[config.mk]
export PLATFORM = sky130hd
export DESIGN_NAME = bcctr_top
export DESIGN_NICKNAME = d
export VERILOG_FILES = /design/src/common/bcctr_pkg.sv /design/src/common/bcctr_if.sv /design/src/core/bcctr_eval.sv /design/src/core/bcctr_top.sv
export VERILOG_INCLUDE_DIRS = /design/src /design/src/common
export SDC_FILE = /design/constraint.sdc
export NUM_CORES = 1
export LEC_CHECK = 0
export BUFFER_PORTS_ARGS = -buffer_cell sky130_fd_sc_hd__buf_4
export CAP_MARGIN = 20
export CORE_MARGIN = 2
export CORE_UTILIZATION = 41
export CTS_CLUSTER_SIZE = 10
export DETAILED_ROUTE_END_ITERATION = 7
export PLACE_DENSITY_LB_ADDON = 0.05
export SYNTH_ARGS = -nofsm -noshare
export SYNTH_HDL_FRONTEND = slang
export SYNTH_HIERARCHICAL = 1
export SYNTH_SLANG_ARGS = --single-unit
[constraint.sdc]
create_clock -name clk -period 0.8 [get_ports clk]
set_input_delay 0.04 -clock clk [delete_from_list [all_inputs] [get_ports clk]]
set_output_delay 0.04 -clock clk [all_outputs]
set_load 0.03 [all_outputs]
[src/common/bcctr_cfg.svh]
// constants for the count-register branch decoder
`ifndef BCCTR_CFG_SVH
`define BCCTR_CFG_SVH
`define BCCTR_PRIMARY_OP 6'h13
`define BCCTR_EXTENDED_OP 10'h210
`define BCCTR_INSTR_STEP 32'h0000_0004
`define BCCTR_OPT_BRANCH_SET 5'h0C
`define BCCTR_OPT_BRANCH_CLEAR 5'h04
`endif

[src/common/bcctr_pkg.sv]
// types for the count-register branch decoder
package bcctr_pkg;
  typedef struct packed {
    logic [5:0] primaryOp;
    logic [4:0] branchOptionsField;
    logic [4:0] conditionBitIndex;
    logic [4:0] unusedField;
    logic [9:0] extendedOp;
    logic linkFlag;
  } bcctr_instr_type;
  typedef struct packed {
    logic hit;
    logic taken;
    logic invalidForm;
    logic predictHint;
  } bcctr_eval_type;
endpackage : bcctr_pkg

[src/common/bcctr_if.sv]
// decode result carried from evaluator to the top
`timescale 1ns/1ps
interface bcctr_if;
  import bcctr_pkg::*;
  bcctr_instr_type instr;
  logic [31:0] conditionRegister;
  bcctr_eval_type result;
  modport evaluator (input instr, input conditionRegister, output result);
  modport user (output instr, output conditionRegister, input result);
endinterface : bcctr_if

[src/core/bcctr_eval.sv]
// combinational decode and condition evaluation
`timescale 1ns/1ps
`include "bcctr_cfg.svh"
module bcctr_eval
(
  bcctr_if.evaluator bus
);
  import bcctr_pkg::*;
  // bit 0 of the printed word order is our msb
  function automatic logic condBit(input logic [31:0] cr, input logic [4:0] idx);
    condBit = cr[5'h1F - idx];
  endfunction : condBit

  logic [4:0] opts;
  assign opts = bus.instr.branchOptionsField;
  always_comb
  begin
    bus.result.hit = (bus.instr.primaryOp == `BCCTR_PRIMARY_OP) &&
                     (bus.instr.extendedOp == `BCCTR_EXTENDED_OP);
    // opts[4] is printed bit 0; unconditional when set, index ignored
    bus.result.taken = opts[4] ||
                       (condBit(bus.conditionRegister, bus.instr.conditionBitIndex) == opts[3]);
    bus.result.invalidForm = ~opts[2];
    bus.result.predictHint = opts[0];
  end
endmodule : bcctr_eval

[src/core/bcctr_top.sv]
// count-register branch: next address and link update
//
// Contract
// - Opcode 19 in bits 0-5 and 528 in bits 21-30 select the branch; options 6-10, index 11-15, link bit 31.
// - With options bit 0 clear, the indexed condition bit must equal options bit 1 for a taken branch.
// - With options bit 0 set, the branch is taken and the condition register is not consulted.
// - A taken branch targets the upper 30 count-register bits with two zero bits appended.
// - A not-taken branch continues at the current address plus 4.
// - With the link flag set, current address plus 4 is written to the link register, taken or not.
// - Options bit 4 is only a prediction hint and never changes outcome or target.
// - Options 12 branch on a set bit and 4 on a clear bit, neither touching the count register.
// - Condition bit number is four times the field number plus 0 lt, 1 gt, 2 eq, 3 so/un.
// - Unordered and summary-overflow forms both test offset 3 of the field.
`timescale 1ns/1ps
`include "bcctr_cfg.svh"
module bcctr_top
(
  input wire logic clk,
  input wire logic rst_b,
  input wire logic clkEn,
  input wire logic instrValid,
  input wire logic [31:0] instrWord,
  input wire logic [31:0] conditionRegister,
  input wire logic [31:0] countRegister,
  input wire logic [31:0] currentInstrAddress,
  output logic resultValid_r,
  output logic branchHit_r,
  output logic branchTaken_r,
  output logic [31:0] nextInstrAddress_r,
  output logic linkWrite_r,
  output logic [31:0] linkRegisterData_r,
  output logic predictHint_r,
  output logic invalidForm_r
);
  import bcctr_pkg::*;

  // ==========================================
  // evaluation
  bcctr_if evalBus ();
  assign evalBus.instr = bcctr_instr_type'(instrWord);
  assign evalBus.conditionRegister = conditionRegister;
  bcctr_eval uEval
  (
    .bus(evalBus.evaluator)
  );

  logic [31:0] seqAddr;
  logic [31:0] targetAddr;
  logic fire;
  assign seqAddr = currentInstrAddress + `BCCTR_INSTR_STEP;
  assign targetAddr = {countRegister[31:2], 2'b00};
  assign fire = instrValid && evalBus.result.hit;

  // ==========================================
  // result registers; the count register is only read, never driven
  always_ff @(posedge clk or negedge rst_b)
  begin
    if (!rst_b)
    begin
      resultValid_r <= 1'b0;
      branchHit_r <= 1'b0;
      branchTaken_r <= 1'b0;
      nextInstrAddress_r <= 32'h0000_0000;
      predictHint_r <= 1'b0;
      invalidForm_r <= 1'b0;
    end
    else if (clkEn)
    begin
      resultValid_r <= instrValid;
      branchHit_r <= fire;
      branchTaken_r <= fire && evalBus.result.taken;
      nextInstrAddress_r <= (fire && evalBus.result.taken) ? targetAddr : seqAddr;
      predictHint_r <= fire && evalBus.result.predictHint;
      invalidForm_r <= fire && evalBus.result.invalidForm;
    end
  end

  always_ff @(posedge clk or negedge rst_b)
  begin
    if (!rst_b)
    begin
      linkWrite_r <= 1'b0;
      linkRegisterData_r <= 32'h0000_0000;
    end
    else if (clkEn)
    begin
      linkWrite_r <= fire && instrWord[0];
      if (fire && instrWord[0])
        linkRegisterData_r <= seqAddr;
    end
  end

  // bit number field*4+offset, counted from the msb of the condition word
  function automatic logic crBitAt(input logic [31:0] cr, input logic [2:0] field, input logic [1:0] offset);
    crBitAt = cr[5'h1F - {field, 2'b00} - {3'b000, offset}];
  endfunction : crBitAt

  // fields taken straight from the word, kept apart from the evaluator so the checks stay independent
  logic [4:0] optsNow;
  logic [4:0] indexNow;
  logic [2:0] fieldNow;
  logic [1:0] offsetNow;
  logic selBitNow;
  logic fieldBitNow;
  logic soBitNow;
  assign optsNow = instrWord[25:21];
  assign indexNow = instrWord[20:16];
  assign fieldNow = indexNow[4:2];
  assign offsetNow = indexNow[1:0];
  assign selBitNow = conditionRegister[5'h1F - indexNow];
  assign fieldBitNow = crBitAt(conditionRegister, fieldNow, offsetNow);
  assign soBitNow = crBitAt(conditionRegister, fieldNow, 2'b11);
endmodule : bcctr_top

==> impl_summary.txt <==
----------------------------------------------------
[Hold path]
  Hold-critical path endpoint ... nextInstrAddress_r[9]$_DFFE_PN0P_
  Class of the worst hold path ... in -> reg
  Worst Hold Path Cells ... 3
  Startpoint of the worst hold path ... countRegister[9]

[Global route]
  Largest net degree at the start of global routing ... 30
  Initial antenna violation count ... 0
  Vias in the first global route ... 4750
  Wire length of the first global-routing pass ... 23500 µm
  Remaining global-route overflow ... 0
  Overall fraction of global-route tracks in use ... 29.6%

[Synthesis]
  Total of flip-flops plus latches after synthesis ... 70
  Number of enable-type register cells in the synthesized netlist ... 0
  Most numerous cell types in the synthesized netlist ... sky130_fd_sc_hd__dfrtp_1 (70), sky130_fd_sc_hd__nand2_1 (42), sky130_fd_sc_hd__inv_1 (34)
  Area of the mapped netlist ... 0.00386 mm²
  Main flop type after synthesis ... sky130_fd_sc_hd__dfrtp_1
  Count of different cell masters after synthesis ... 47
  Warning count from the yosys run ... 6
  Most repeated cell in the gate-level netlist after synthesis ... sky130_fd_sc_hd__dfrtp_1
  Fraction of registers with async set or reset after synthesis ... 100%
  Gate count after technology mapping ... between 400 and 500
  Net Count, Synth ... between 500 and 600
  Biggest area contributors in the synthesized netlist ... sky130_fd_sc_hd__dfrtp_1 (45%), sky130_fd_sc_hd__xor2_1 (4.5%), sky130_fd_sc_hd__mux2i_1 (4.4%)
  Share of synthesized area occupied by flip-flops and latches ... 45.4%
  Yosys top cell by area ... sky130_fd_sc_hd__dfrtp_1
  Synth top area share ... 45.4%
  Average cell area after synthesis ... 9.42 µm²

[Worst setup path]
  Biggest cell delay along the critical path ... 0.34 ns
  Crit-path cells ... buf_4 -> nor2b_1 -> buf_4 -> nand2_1 -> nand3_2 -> o22ai_2 -> a311oi_2 -> mux2i_2 -> and3_4 -> buf_12 -> buf_8 -> a31oi_1 -> nand3_1
  Endpoint of the lowest-slack register-to-register path ... nextInstrAddress_r[23]$_DFFE_PN0P_
  Largest fanout on the critical path ... 10
  Required time at the worst-slack endpoint ... 1.09 ns
  R2r startpoint ... nextInstrAddress_r[23]$_DFFE_PN0P_
  Arrival time at the worst endpoint ... approximately 2.3 ns
  Cell occurring most often along the worst timing path ... sky130_fd_sc_hd__buf_4
  Setup crit start kind ... primary input
  Worst setup EP type ... flip-flop
  Number of cell instances on the worst register-to-register path ... 3
  Slowest stage cell, crit path ... sky130_fd_sc_hd__mux2i_2
  R2r setup slk ... -0.22 ns
  Startpoint-to-endpoint class of the critical path ... in -> reg

[STA]
  Hold Vio Cnt, Final ... 0
  Tightest hold margin ... 0.0130 ns
  Worst rel slew slack ... around 74%
  Number of endpoints failing setup at the final stage ... 139
  Minimum setup slack in the final design ... -1.18 ns
  F_max ... 506 MHz
  Final critical path time including I/O delays and setup ... 1.98 ns
  Count of pins over their slew limit ... 0
  Slew at the pin closest to its max-slew limit ... 0.395 ns
  Fin Clk Skew ... 0 ns
  Total negative slack for setup checks ... -66.08 ns
  Share of the clock period used by the worst path after layout ... 247%
  Unrepaired setup endpoints after global routing ... true

[Clock network]
  CTS max path bufs ... 2
  Inserted Clock Buffers ... 9
  Skew-Pair Late Insertion Delay ... 0.36 ns
  CTS tree ... yes
  H-tree depth ... 3
  Cell chosen for the clock root ... sky130_fd_sc_hd__clkbuf_8
  Total number of clock tree sinks ... 70
  Clock slew at reported path FFs ... 0.08 ns

[Floorplanning]
  Core area ... approximately 0.0092 mm²
  Die Wd ... 101 µm
  Initial Util ... 42.0%
  Count of pins on the block boundary ... roughly 200
  Num rows ... 35
  Vertical die dimension ... 101 µm
  Die area ... 0.0102 mm²

[Final layout]
  Post-synthesis to final-layout area growth ... 110%
  Filler cell count ... 445
  Nets@finish ... 905
  Final core utilization ... 88.0%
  Fin area ... 0.00809 mm²
  Share of final-layout standard cells stronger than drive strength 1 ... 59.2%
  Count of antenna diodes in the layout ... 0
  Area occupied by multi-input gates ... 0.00229 mm²
  Seq. cell area ... roughly 0.0018 mm²

[Power and ir drop]
  Static Leakage ... 3.96 nW
  Peak VDD IR ... about 1100 µV
  Total power density per cell area ... 1250 mW/mm²

[Route]
  Starting DRC count in detailed routing ... roughly 290
  Via count ... between 4000 and 5000
  Post-detailed-route count of antenna-violating nets ... 0
  Drt via density ... around 5.5
  Per-cell routed wire length ... 19.1 µm
  Detailed-router iteration count before antenna repair ... 5
  Total DRC errors in the routed layout ... 0
  Post-Route WL ... 16900 µm

[Job]
  Maximum capacitance violations ... 0

[Place]
  Count of buffers inserted at the top-level ports ... around 190
  Post-detailed-placement half-perimeter wirelength ... 9650 µm
  Area post-placement ... 0.00618 mm²
  Gp weighted congestion ... 0.850

[Run status]
  Violated checks ... negative setup slack
  Result of the run ... complete, but fails checks

----------------------------------------------------
layout make-up:
| cell class | count | share of cell area (%) |
|---|---|---|
| Timing Repair Buffer | 374 | 43.8 |
| Clock inverter | 6 | 1.38 |
| Inverter | 34 | 1.58 |
| Tap cell | 111 | 1.72 |
| Clock buffer | 10 | 1.58 |
| Multi-Input combinational cell | 283 | 28.3 |
| Sequential cell | 70 | 21.7 |
routing by layer:
layer	up-vias	part of all wire [%]	wire length [µm]	global-route usage [%]
li1	2199	-	-	-
met1	2381	38	6510	35.9
met2	266	52	8720	52.2
met3	47	7.4	1260	6.59
met4	0	2.6	444	8.94
met5	-	0	0	0
repair_timing:
| item | CTS | global route |
|---|---|---|
| hold buffers | 28 | 0 |
| buffers inserted | 31 | 24 |
| gates resized for setup | 158 | 54 |
| pin swaps | 47 | 18 |
| setup endpoints to repair | 139 | 139 |
| cloned | 9 | 0 |
| endpoints found under the hold margin | 99 | 0 |
how the worst max path moves through the flow:
stage	endpoint	cells past startpoint	slack, ns	from
6_report	nextInstrAddress_r[23]$_DFFE_PN0P_	13	-1.18	instrWord[16]
3_5_place_dp	nextInstrAddress_r[6]$_DFFE_PN0P_	12	-1.48	instrWord[17]
3_3_place_gp	nextInstrAddress_r[6]$_DFFE_PN0P_	12	-1.40	instrWord[17]
5_1_grt	nextInstrAddress_r[23]$_DFFE_PN0P_	13	-1.25	instrWord[16]
2_1_floorplan	nextInstrAddress_r[18]$_DFFE_PN0P_	12	-1.17	instrWord[17]
4_1_cts	nextInstrAddress_r[6]$_DFFE_PN0P_	12	-1.04	instrWord[17]
critical path, delay by kind of cell:
family / cells / cell delay, ns
buf+inv: 4 / 0.57
simple gates: 5 / 0.80
mux: 1 / 0.34
compound gates: 3 / 0.51
state kept, by name, indices dropped and copies added (netlist names):
signal,cells
predictHint_r,1
linkRegisterData_r,32
resultValid_r,1
branchHit_r,1
linkWrite_r,1
nextInstrAddress_r,32
branchTaken_r,1
invalidForm_r,1
metrics by stage:
stage | instances | setup slack, ns | total power [W]
after detailed placement | 783 | -1.48 | 0.00600
final | 888 | -1.18 | 0.0101
after global routing | 888 | -1.25 | 0.0105
after floorplan | 410 | -1.17 | 0.00471
after CTS | 866 | -1.04 | 0.00989
after global placement | 783 | -1.40 | 0.00598
placed cells by master (no fill, tap or decap), drive strengths merged, types with 2 or more instances in the layout:
cell type    instances
buf                346
dfrtp               70
nand2               43
o21ai               38
inv                 34
nand3               34
dlygate4sd3         28
xor2                20
mux2i               17
nand4               15
nor2                15
o221ai              14
mux2                12
clkbuf              10
a31oi                9
and3                 9
o22ai                8
nor3                 8
nor2b                6
xnor2                5
a21oi                5
and4                 4
or4b                 4
bufinv               3
nor4                 3
nand4b               2
clkinv               2
a22oi                2
power breakdown:
part           internal, W  switching (W)
Sequential         0.00370       0.000133
Combinational      0.00148        0.00126
Clock              0.00207        0.00148
Total              0.00725        0.00288
cells by family (layout without fill, tap and decap cells):
group / after synthesis / in the layout / synth area share (%)
simple gates: 149 / 149 / 21.7
compound gates: 79 / 79 / 12.7
fa+ha+maj: 1 / 1 / 0.324
flops: 70 / 70 / 45.4
xor+xnor: 25 / 25 / 5.67
mux: 29 / 29 / 7.91
buf+inv: 57 / 424 / 6.29
Note: power is estimated with default switching activity, not from simulation.
